==> config.mk <==
export PLATFORM = sky130hd
export DESIGN_NAME = gps_record_transfer_sequencer
export DESIGN_NICKNAME = d
export VERILOG_FILES = /design/src/rtl/seq_pkg.sv /design/src/rtl/gps_record_transfer_sequencer.sv
export VERILOG_INCLUDE_DIRS = /design/src /design/src/rtl
export SDC_FILE = /design/constraint.sdc
export NUM_CORES = 1
export LEC_CHECK = 0
export BUFFER_PORTS_ARGS = -buffer_cell sky130_fd_sc_hd__buf_2
export CORE_ASPECT_RATIO = 1.2
export CORE_MARGIN = 1.5
export CORE_UTILIZATION = 35
export CTS_CLUSTER_SIZE = 10
export DETAILED_ROUTE_END_ITERATION = 7
export GPL_TIMING_DRIVEN = 0
export MAX_ROUTING_LAYER = met4
export PLACE_DENSITY = 0.65
export SYNTH_ARGS = -nofsm -noshare
export SYNTH_HDL_FRONTEND = slang
export SYNTH_SLANG_ARGS = --single-unit
==> constraint.sdc <==
create_clock -name i_clock -period 5.03 [get_ports i_clock]
set_clock_uncertainty 0.2 [all_clocks]
set_input_delay 0.2515 -clock i_clock [delete_from_list [all_inputs] [get_ports i_clock]]
set_output_delay 0.2515 -clock i_clock [all_outputs]
set_load 0.02 [all_outputs]
==> src/rtl/seq_map.svh <==
// Constants of the record transfer sequencer: packet ids, command codes, counts.
// Assumes the link layer below delivers whole packets with the id already split off.
`ifndef SEQ_MAP_SVH
`define SEQ_MAP_SVH
// Packet ids (values are plain defaults, set per product)
`define SEQ_PID_CMD_DATA   8'h0a
`define SEQ_PID_RECORDS    8'h1b
`define SEQ_PID_XFER_DONE  8'h0c
`define SEQ_PID_PRX_DATA   8'h13
`define SEQ_PID_ALM_DATA   8'h1f
`define SEQ_PID_LOG_DATA   8'h86
`define SEQ_PID_DATE_TIME  8'h0e
`define SEQ_PID_POSITION   8'h11
// Command codes carried in command packets and completion packets
`define SEQ_CMD_PRX        16'h0003
`define SEQ_CMD_ALM        16'h0001
`define SEQ_CMD_LOG        16'h005c
`define SEQ_CMD_REQ_TIME   16'h0005
// Fixed almanac table size when entries carry no satellite number
`define SEQ_ALM_SLOTS      16'h0020
// Reset values
`define SEQ_RST_WORD       16'h0000
`define SEQ_RST_PID        8'h00
`endif

==> src/rtl/seq_pkg.sv <==
// Types of the record transfer sequencer.
// Assumes seq_map.svh for the numeric constants.
package seq_pkg;
  typedef enum logic [1:0] {KIND_PRX, KIND_ALM, KIND_LOG} kind_e;
  typedef enum logic [2:0] {ST_IDLE, ST_OPEN, ST_DATA, ST_DONE, ST_REQ, ST_RX} state_e;
  typedef logic [7:0]  pid_t;
  typedef logic [15:0] word_t;
endpackage

==> src/rtl/gps_record_transfer_sequencer.sv <==
// Packet-level sequencer for waypoint, almanac, calendar, flight log and position exchanges.
// Assumes a link layer that frames, checks and acknowledges packets, and a record store
// that supplies the payload for o_tx_index while o_tx_valid is high.
`timescale 1ns/1ps
`default_nettype none
`include "seq_map.svh"

module gps_record_transfer_sequencer
  import seq_pkg::*;
(
  input  wire logic        i_clock,
  input  wire logic        i_rst,
  input  wire logic        i_rx_valid,
  input  wire logic [7:0]  i_rx_pid,
  input  wire logic [15:0] i_rx_word,
  output logic             o_rx_ready,
  output logic             o_tx_valid,
  input  wire logic        i_tx_ready,
  output logic [7:0]       o_tx_pid,
  output logic [7:0]       o_tx_byte0,
  output logic [7:0]       o_tx_byte1,
  output logic [15:0]      o_tx_index,
  output logic             o_tx_week_invalid,
  input  wire logic [15:0] i_prx_count,
  input  wire logic [15:0] i_alm_count,
  input  wire logic [15:0] i_log_count,
  input  wire logic        i_alm_has_id,
  input  wire logic [31:0] i_alm_present,
  input  wire logic        i_fix_valid,
  input  wire logic        i_sim_mode,
  output logic             o_rec_store,
  output logic [1:0]       o_rec_kind,
  output logic             o_date_time_load,
  output logic             o_position_load
);

  state_e      state_r, state_nxt;
  kind_e       kind_r, kind_nxt;
  word_t       count_r, count_nxt;
  word_t       idx_r, idx_nxt;
  pid_t        tx_pid_r, tx_pid_nxt;
  word_t       tx_word_r, tx_word_nxt;
  logic        inv_r, inv_nxt;
  logic        store_r, store_nxt;
  logic        dt_r, dt_nxt;
  logic        pos_r, pos_nxt;
  logic        rx_take;
  logic        tx_take;

  // Completion code per transfer kind
  function automatic word_t done_code(input kind_e k);
    case (k)
      KIND_PRX: done_code = `SEQ_CMD_PRX;
      KIND_ALM: done_code = `SEQ_CMD_ALM;
      default:  done_code = `SEQ_CMD_LOG;
    endcase
  endfunction

  // Data packet id per transfer kind
  function automatic pid_t data_pid(input kind_e k);
    case (k)
      KIND_PRX: data_pid = `SEQ_PID_PRX_DATA;
      KIND_ALM: data_pid = `SEQ_PID_ALM_DATA;
      default:  data_pid = `SEQ_PID_LOG_DATA;
    endcase
  endfunction

  // Handshakes; receive is stalled while a transmit sequence runs
  assign o_rx_ready = (state_r == ST_IDLE) || (state_r == ST_RX);
  assign rx_take    = i_rx_valid && o_rx_ready;
  assign o_tx_valid = (state_r == ST_OPEN) || (state_r == ST_DATA) ||
                      (state_r == ST_DONE) || (state_r == ST_REQ);
  assign tx_take    = o_tx_valid && i_tx_ready;

  assign o_tx_byte0        = tx_word_r[7:0];
  assign o_tx_byte1        = tx_word_r[15:8];
  assign o_tx_pid          = tx_pid_r;
  assign o_tx_index        = idx_r;
  assign o_tx_week_invalid = inv_r;
  assign o_rec_store       = store_r;
  assign o_rec_kind        = kind_r;
  assign o_date_time_load  = dt_r;
  assign o_position_load   = pos_r;

  // Sequencer next state
  always_comb
  begin
    state_nxt   = state_r;
    kind_nxt    = kind_r;
    count_nxt   = count_r;
    idx_nxt     = idx_r;
    tx_pid_nxt  = tx_pid_r;
    tx_word_nxt = tx_word_r;
    inv_nxt     = inv_r;
    store_nxt   = 1'b0;
    dt_nxt      = 1'b0;
    pos_nxt     = 1'b0;
    case (state_r)
      ST_IDLE:
      begin
        if (rx_take)
        begin
          if (i_rx_pid == `SEQ_PID_CMD_DATA)
          begin
            tx_pid_nxt = `SEQ_PID_RECORDS;
            idx_nxt    = `SEQ_RST_WORD;
            if (i_rx_word == `SEQ_CMD_PRX)
            begin
              state_nxt   = ST_OPEN;
              kind_nxt    = KIND_PRX;
              count_nxt   = i_prx_count;
              tx_word_nxt = i_prx_count;
            end
            else if (i_rx_word == `SEQ_CMD_ALM)
            begin
              state_nxt   = ST_OPEN;
              kind_nxt    = KIND_ALM;
              count_nxt   = i_alm_has_id ? i_alm_count : `SEQ_ALM_SLOTS;
              tx_word_nxt = i_alm_has_id ? i_alm_count : `SEQ_ALM_SLOTS;
            end
            else if (i_rx_word == `SEQ_CMD_LOG)
            begin
              state_nxt   = ST_OPEN;
              kind_nxt    = KIND_LOG;
              count_nxt   = i_log_count;
              tx_word_nxt = i_log_count;
            end
          end
          else if (i_rx_pid == `SEQ_PID_RECORDS)
          begin
            state_nxt = ST_RX;
            count_nxt = i_rx_word;
          end
          else if (i_rx_pid == `SEQ_PID_DATE_TIME)
            dt_nxt = 1'b1;
          else if (i_rx_pid == `SEQ_PID_POSITION)
            pos_nxt = !(i_fix_valid || i_sim_mode);
        end
      end
      ST_OPEN:
      begin
        if (tx_take)
        begin
          if (count_r == `SEQ_RST_WORD)
          begin
            state_nxt   = ST_DONE;
            tx_pid_nxt  = `SEQ_PID_XFER_DONE;
            tx_word_nxt = done_code(kind_r);
          end
          else
          begin
            state_nxt   = ST_DATA;
            tx_pid_nxt  = data_pid(kind_r);
            tx_word_nxt = idx_r;
            inv_nxt     = (kind_r == KIND_ALM) && !i_alm_has_id && !i_alm_present[0];
          end
        end
      end
      ST_DATA:
      begin
        if (tx_take)
        begin
          if (idx_r + 16'h0001 == count_r)
          begin
            state_nxt   = ST_DONE;
            tx_pid_nxt  = `SEQ_PID_XFER_DONE;
            tx_word_nxt = done_code(kind_r);
            inv_nxt     = 1'b0;
          end
          else
          begin
            idx_nxt     = idx_r + 16'h0001;
            tx_word_nxt = idx_r + 16'h0001;
            inv_nxt     = (kind_r == KIND_ALM) && !i_alm_has_id &&
                          !i_alm_present[idx_nxt[4:0]];
          end
        end
      end
      ST_DONE,
      ST_REQ:
      begin
        if (tx_take)
        begin
          state_nxt = ST_IDLE;
          idx_nxt   = `SEQ_RST_WORD;
        end
      end
      ST_RX:
      begin
        if (rx_take)
        begin
          if (i_rx_pid == `SEQ_PID_PRX_DATA)
          begin
            store_nxt = 1'b1;
            kind_nxt  = KIND_PRX;
          end
          else if (i_rx_pid == `SEQ_PID_ALM_DATA)
          begin
            store_nxt = 1'b1;
            kind_nxt  = KIND_ALM;
          end
          else if (i_rx_pid == `SEQ_PID_XFER_DONE)
          begin
            if (i_rx_word == `SEQ_CMD_ALM)
            begin
              state_nxt   = ST_REQ;
              tx_pid_nxt  = `SEQ_PID_CMD_DATA;
              tx_word_nxt = `SEQ_CMD_REQ_TIME;
            end
            else
              state_nxt = ST_IDLE;
          end
        end
      end
      default:
        state_nxt = ST_IDLE;
    endcase
  end

  // Sequencer registers
  always_ff @(posedge i_clock or posedge i_rst)
  begin
    if (i_rst)
    begin
      state_r   <= ST_IDLE;
      kind_r    <= KIND_PRX;
      count_r   <= `SEQ_RST_WORD;
      idx_r     <= `SEQ_RST_WORD;
      tx_pid_r  <= `SEQ_RST_PID;
      tx_word_r <= `SEQ_RST_WORD;
      inv_r     <= 1'b0;
      store_r   <= 1'b0;
      dt_r      <= 1'b0;
      pos_r     <= 1'b0;
    end
    else
    begin
      state_r   <= state_nxt;
      kind_r    <= kind_nxt;
      count_r   <= count_nxt;
      idx_r     <= idx_nxt;
      tx_pid_r  <= tx_pid_nxt;
      tx_word_r <= tx_word_nxt;
      inv_r     <= inv_nxt;
      store_r   <= store_nxt;
      dt_r      <= dt_nxt;
      pos_r     <= pos_nxt;
    end
  end

  // Checks of the sequencing
  property p_prx_count;
    @(posedge i_clock) disable iff (i_rst)
    (state_r == ST_IDLE && rx_take && i_rx_pid == `SEQ_PID_CMD_DATA &&
     i_rx_word == `SEQ_CMD_PRX) |=> (o_tx_valid && o_tx_pid == `SEQ_PID_RECORDS &&
     tx_word_r == $past(i_prx_count));
  endproperty
  a_prx_count: assert property (p_prx_count) else $error("proximity opener count wrong");

  property p_done_code;
    @(posedge i_clock) disable iff (i_rst)
    (state_r == ST_DONE) |-> (tx_pid_r == `SEQ_PID_XFER_DONE && tx_word_r == done_code(kind_r));
  endproperty
  a_done_code: assert property (p_done_code) else $error("completion code mismatch");

  property p_alm_slots;
    @(posedge i_clock) disable iff (i_rst)
    (state_r == ST_OPEN && kind_r == KIND_ALM && !i_alm_has_id) |-> (count_r == `SEQ_ALM_SLOTS);
  endproperty
  a_alm_slots: assert property (p_alm_slots) else $error("almanac slot count not 32");

  property p_ascend;
    @(posedge i_clock) disable iff (i_rst)
    (state_r == ST_DATA && tx_take && idx_r + 16'h0001 != count_r) |=>
      (state_r == ST_DATA && idx_r == $past(idx_r) + 16'h0001);
  endproperty
  a_ascend: assert property (p_ascend) else $error("data index not ascending");

  property p_invalid;
    @(posedge i_clock) disable iff (i_rst)
    (state_r == ST_DATA && kind_r == KIND_ALM && !i_alm_has_id) |->
      (inv_r == !i_alm_present[idx_r[4:0]]);
  endproperty
  a_invalid: assert property (p_invalid) else $error("week invalid flag wrong");

  property p_req_time;
    @(posedge i_clock) disable iff (i_rst)
    (state_r == ST_RX && rx_take && i_rx_pid == `SEQ_PID_XFER_DONE &&
     i_rx_word == `SEQ_CMD_ALM) |=> (o_tx_valid && tx_word_r == `SEQ_CMD_REQ_TIME);
  endproperty
  a_req_time: assert property (p_req_time) else $error("no time request after almanac");

  property p_pos_drop;
    @(posedge i_clock) disable iff (i_rst)
    (state_r == ST_IDLE && rx_take && i_rx_pid == `SEQ_PID_POSITION) |=>
      (o_position_load == !($past(i_fix_valid) || $past(i_sim_mode)));
  endproperty
  a_pos_drop: assert property (p_pos_drop) else $error("position load gating wrong");

  property p_dt_once;
    @(posedge i_clock) disable iff (i_rst)
    o_date_time_load |-> (state_r == ST_IDLE) ##1 !o_date_time_load;
  endproperty
  a_dt_once: assert property (p_dt_once) else $error("date/time load not single pulse");

  property p_idle_after;
    @(posedge i_clock) disable iff (i_rst)
    (state_r == ST_DONE && tx_take) |=> (state_r == ST_IDLE && o_rx_ready);
  endproperty
  a_idle_after: assert property (p_idle_after) else $error("not idle after completion");

  property p_log_code;
    @(posedge i_clock) disable iff (i_rst)
    (state_r == ST_DONE && kind_r == KIND_LOG) |-> (o_tx_byte0 == 8'h5c && o_tx_byte1 == 8'h00);
  endproperty
  a_log_code: assert property (p_log_code) else $error("log completion bytes wrong");

  c_prx_done: cover property (@(posedge i_clock) state_r == ST_DONE && kind_r == KIND_PRX);
  c_alm_full: cover property (@(posedge i_clock) state_r == ST_DATA && idx_r == 16'h001f);
  c_req_sent: cover property (@(posedge i_clock) state_r == ST_REQ && tx_take);
  c_pos_drop: cover property (@(posedge i_clock) rx_take && i_rx_pid == `SEQ_PID_POSITION &&
                              i_fix_valid);

endmodule // gps_record_transfer_sequencer
`default_nettype wire

======== After elaboration in Yosys (flattened, before gate mapping) ========
Index checks and enable logic that the tools add are counted.
storage, ports and cells
  bits of input ports ..................... 111
  register bits ........................... 65
  output and inout bits ................... 48
  logic and storage cells ................. 163
cells by class
  reductions and logical operators ........ 30
  equality and inequality tests ........... 35
  $lt $le $gt $ge ......................... 1
  add/sub/neg operators ................... 1
  mux-type cells .......................... 86
operators with widths
  kind                                                                     number
  16-bit two-way mux                                                       22
  8-bit two-way mux                                                        11
  16-bit case mux with 4 select lines                                      1
  16-bit case mux with 3 select lines                                      1
  3-bit two-way mux                                                        15
  11-bit AND reduction                                                     3
  8-bit by 5-bit == test with 1-bit output, second input constant          4
  8-bit case mux with 4 select lines                                       1
  8-bit by 4-bit == test with 1-bit output, second input constant          3
  1-bit two-way mux                                                        21
  2-bit inequality test, second input constant                             9
  16-bit by 1-bit adder with 16-bit output, second input constant          1
  16-bit by 1-bit == test with 1-bit output, second input constant         1
  16-bit == test                                                           1
  16-bit by 2-bit == test with 1-bit output, second input constant         1
  16-bit by 7-bit == test with 1-bit output, second input constant         1
  16-bit zero test                                                         1
  2-bit two-way mux                                                        8
  8-bit case mux with 2 select lines                                       1
  3-bit case mux with 5 select lines                                       1
  7-bit case mux with 2 select lines                                       1
  6-bit AND reduction                                                      2
  2-bit by 1-bit inequality test with 1-bit output, second input constant  4
  4-bit by 1-bit inequality test with 1-bit output, second input constant  2
  other kinds (20)                                                         37

======== Depth between registers and ports, before layout ========
  depth in word-level cells ............... 8
  depth in mapped cells ................... 11
  depth with buffers taken out ............ 9

======== Worst setup path before layout ========
OpenSTA, ideal clock, no wires.
  path kind ............................... reg2reg
  from .................................... register idx_r[1], in the netlist o_tx_index[1]
  to ...................................... register idx_r[5], in the netlist o_tx_index[5]
  period minus slack after synthesis ...... 2939 ps
  arrival ................................. 2615 ps
  setup time .............................. 124 ps
  cell stages (with the launch flop) ...... 12
  setup slack ............................. 2091 ps
  path buffers ............................ 2
  required time ........................... 4706 ps
  cells stage by stage .................... dfrtp_1 -> ha_1 -> and3_1 -> buf_2 -> a21oi_1 -> a311o_1 -> nor4b_2 -> o2111ai_1 -> nor4_2 -> buf_4 -> nor4_1 -> a211o_1
on the way
  longest elaborated chain between the ends .. 4
  elaborated cells between the ends (all ways) .. 7
  those cells by class .................... add/sub: 1; eq/ne: 2; mux: 3; reduce/logical: 1
RTL lines
  element                                                                                      line                                                                        text
  start, declared                                                                              gps_record_transfer_sequencer.sv:40                                         word_t idx_r, idx_nxt;
  start signal, assigned                                                                       gps_record_transfer_sequencer.sv:228                                        idx_r <= `SEQ_RST_WORD;
  start signal, assigned                                                                       gps_record_transfer_sequencer.sv:241                                        idx_r <= idx_nxt;
  16-bit by 1-bit adder with 16-bit output (*)                                                 gps_record_transfer_sequencer.sv:163, gps_record_transfer_sequencer.sv:172
  16-bit == test / 16-bit two-way mux (equally long branches)                                  gps_record_transfer_sequencer.sv:163                                        if (idx_r + 16'h0001 == count_r)
  2-bit inequality test (no line) / 16-bit two-way mux (equally long branches)                 -
  6-bit AND reduction (no line) / 16-bit case mux with 3 select lines (equally long branches)  -
Mark *: on every way between the ends. The rest lies on a longest branch, timed or not. The select of a mux whose other input is x is not followed.
A chain may end at the register's enable or synchronous reset.

======== Worst setup path in the final report ========
  from .................................... input i_rx_pid[1]
  to ...................................... register tx_word_r[0]
on the way
  longest elaborated chain between the ends .. 3
  elaborated cells between the ends (all ways) .. 9
  those cells by class .................... eq/ne: 8; reduce/logical: 1
RTL lines
  element                                                                                                                line                                  text
  start, declared                                                                                                        gps_record_transfer_sequencer.sv:14   input wire logic [7:0] i_rx_pid,
  8-bit by 4-bit == test with 1-bit output (no line) / 8-bit by 5-bit == test with 1-bit output (equally long branches)  -
  2-bit by 1-bit inequality test with 1-bit output (no line) / 2-bit inequality test (equally long branches)             -
  11-bit AND reduction (no line) (*)                                                                                     -
  end signal, assigned                                                                                                   gps_record_transfer_sequencer.sv:230  tx_word_r <= `SEQ_RST_WORD;
  end signal, assigned                                                                                                   gps_record_transfer_sequencer.sv:243  tx_word_r <= tx_word_nxt;
  end, declared                                                                                                          gps_record_transfer_sequencer.sv:42   word_t tx_word_r, tx_word_nxt;
Mark *: on every way between the ends. The rest lies on a longest branch, timed or not.

==> qor.yml <==
status: "finished clean"
grt_util_met3: 0.03322
num_rows: 48
fmax_mhz: 290.9
peakVddDrop_mv: 0.2155
synth.distinct_cells: 76
clk_latency_ns: 0.34
ys_seq_elements: 62
grt_use_total: 0.2340
min_path_cells: 3
whs_ns: 0.02337
ys_async_sr_fraction: 1.000
overflow: 0
r2r_end: "tx_word_r[2]"
switchingPower_w: 0.001297
grt_pass1_vias: 5267
avgViaCountPerCell: 5.590
arrival_ns: 3.42
hold_viol_final: 0
gp_congestion: 0.9030
via_count: 5501
cts_made_buffers: 9
reg2reg_setup_slack_ns: 1.61
grt_pass1_wl_um: 27480
tightest_slew_ns: 1.249
finalSetupTns_ns: 0
post-cts-setup-buffer-count: 0
relSlewSlack: 0.1671
maxCapViolCount: 0
cp_data_required_time_ns: 5.01
combPwrFrac: 0.551
start_util: 0.3611
fin_crit_sh: 0.6835
critPathLaunchType: "input port"
swShare: 0.4500
rsz0062_at_grt: "false"
seqPwrFrac: 0.246
gr-usage-met1: 0.2913
drive_gt1_frac: 0.2997
reg2reg_from: "o_tx_index[1]"
min_from: "i_rx_word[15]"
drt_first_pass_iters: 5
clk_pin_slew_ns: 0.05
grt_busiest_layer: "met2"
cts_sinks: 62
cp-end-kind: "flop"
synth_area_um2: 5248
final-max-slew-violation-count: 0
core_um2: 14530
p_leak_nw: 2.994
min_period_ns: 3.438
internal_power_w: 0.001585
yosys-top-cells-area: "dfrtp_1, nand2_1, mux4_2, mux2i_1, xnor2_1"
pwr_density_cell_nw_per_um2: 435.4
fin_cells: 984
fp.dieH_um: 137.1
worstSetupPathType: "in -> reg"
synth_edf_count: 0
dp.cells: 965
ys.flop_type: "dfrtp_1"
drt_iter0_drc: 320
drt-wirelength-per-cell_um: 17.98
clockBufferDepth: 2
ys_warn_count: 0
setup_viol: 0
h-tree-depth: 3
die_area_um2: 15740
cts_tree: "done"
hold_class: "in -> reg"
io_buffer_count: 156
hold_end: "count_r[15]"
clkPwrFrac: 0.204
worst-r2r-cell-count: 10
areaGrowthSynthToFinish_pct: 26.13
ant_nets: 0
dp_hpwl_um: 14010
grtUsageMet2: 0.3826
antenna_cells: 0
grt_max_degree: 40
synth_top_area_frac: 0.2957
antenna_found_initial: 0
crit_fanout: 10
total_power_w: 0.002882
synth.most_common_cell: "nand2_1"
syn_inst: 607
die_w_um: 114.8
ios: 159
avgSynthCellArea_um2: 8.645
synth_common_cells: "nand2_1, dfrtp_1, nor2_1, o21ai_0"
synth_top_cell_by_area: "dfrtp_1"
yosysSeqAreaShare: 0.2957
finalWirelength_um: 17700
drc: 0
cts.root.buffer_cell: "clkbuf_16"
fin_util: 0.4554
nets: 892
==> stage by stage <==
stage          worst slack, ns  instance area, um2
3_5_place_dp             1.654                6302
6_report                 1.592                6619
5_1_grt                  1.457                6619
3_3_place_gp             1.682                6282
4_1_cts                  1.649                6619
2_1_floorplan            2.091                5251
==> layout by cell type, fill, tap and decap left out, types with 8 or more instances in the layout <==
cell / instances
buf_2: 166
nand2_1: 76
dfrtp_1: 62
nor2_1: 41
o21ai_0: 34
clkbuf_1: 29
a21oi_1: 28
a22oi_1: 25
xnor2_1: 22
nand3_1: 20
mux2i_1: 20
o211ai_1: 15
nor4_1: 13
nor3_1: 13
xor2_1: 13
or3_1: 11
mux4_2: 10
nand2b_1: 9
clkbuf_16: 9
o221ai_1: 8
==> worst max-delay path: stages <==
cell           delay [ns]
dlygate4sd3_1        0.53
buf_2                0.13
nor4_1               0.53
a41oi_1              0.20
a311oi_1             0.29
o221ai_1             0.57
clkbuf_1             0.53
mux2i_1              0.28
o211ai_1             0.11
==> cell families (layout without fill, tap and decap cells) <==
logic type,Yosys count,in the layout,share of synthesized area
DFF,62,62,0.2957
adders and majority gates,1,1,0.002384
buffers and inverters,61,237,0.05818
muxes,34,34,0.08965
other,1,2,0.0007146
and+or+nand+nor,247,247,0.2580
AOI/OAI and AO/OA,163,163,0.2241
xor gates and xnor gates,38,38,0.07129
==> registers in the layout, indices dropped and copies added (netlist names) <==
signal and count:
state_r 3, count_r 16, o_tx_week_invalid 1, o_rec_kind 2, tx_word_r 16, o_date_time_load 1, o_tx_pid 5, o_tx_index 16
o_rec_store 1, o_position_load 1
==> repair_timing <==
item / in CTS / in global routing
resized for setup: 0 / 0
hold buffers: 4 / 0
endpoints found under the hold margin: 25 / 0
==> layer usage <==
layer	vias to the layer above	wire length [um]
met3	37	1042
met5	-	0
met1	2603	7379
met2	234	8766
li1	2627	-
met4	0	507
==> power by group through the flow <==
stage                     combinational [W]  sequential, W  clock, W
after detailed placement            0.00157       0.000715         0
after global routing                0.00172       0.000724  0.000612
final                               0.00159       0.000708  0.000586
after floorplan                    0.000994       0.000813         0
after global placement              0.00156       0.000715         0
after CTS                           0.00158       0.000708  0.000593
==> worst max-delay path by stage <==
stage	start	to	slack, ns	cells past startpoint
final	i_rx_pid[1]	tx_word_r[0]	1.59	9
after global routing	o_tx_index[1]	o_tx_index[5]	1.46	10
after CTS	o_tx_index[1]	tx_word_r[2]	1.65	10
after detailed placement	o_tx_index[1]	tx_word_r[2]	1.65	10
after global placement	o_tx_index[1]	tx_word_r[12]	1.68	10
after floorplan	o_tx_index[1]	o_tx_index[5]	2.09	11
==> final cells by class <==
class | count | area (um2)
buffer | 53 | 275.3
clock buffer | 12 | 256.5
clock inverter | 3 | 20.02
fill | 1532 | 7915
inverter | 8 | 30.03
multi-input combinational | 485 | 3395
sequential | 62 | 1551
tap | 200 | 250.2
timing repair buffer | 161 | 840.8
Note: power is estimated with default switching activity, not from simulation.
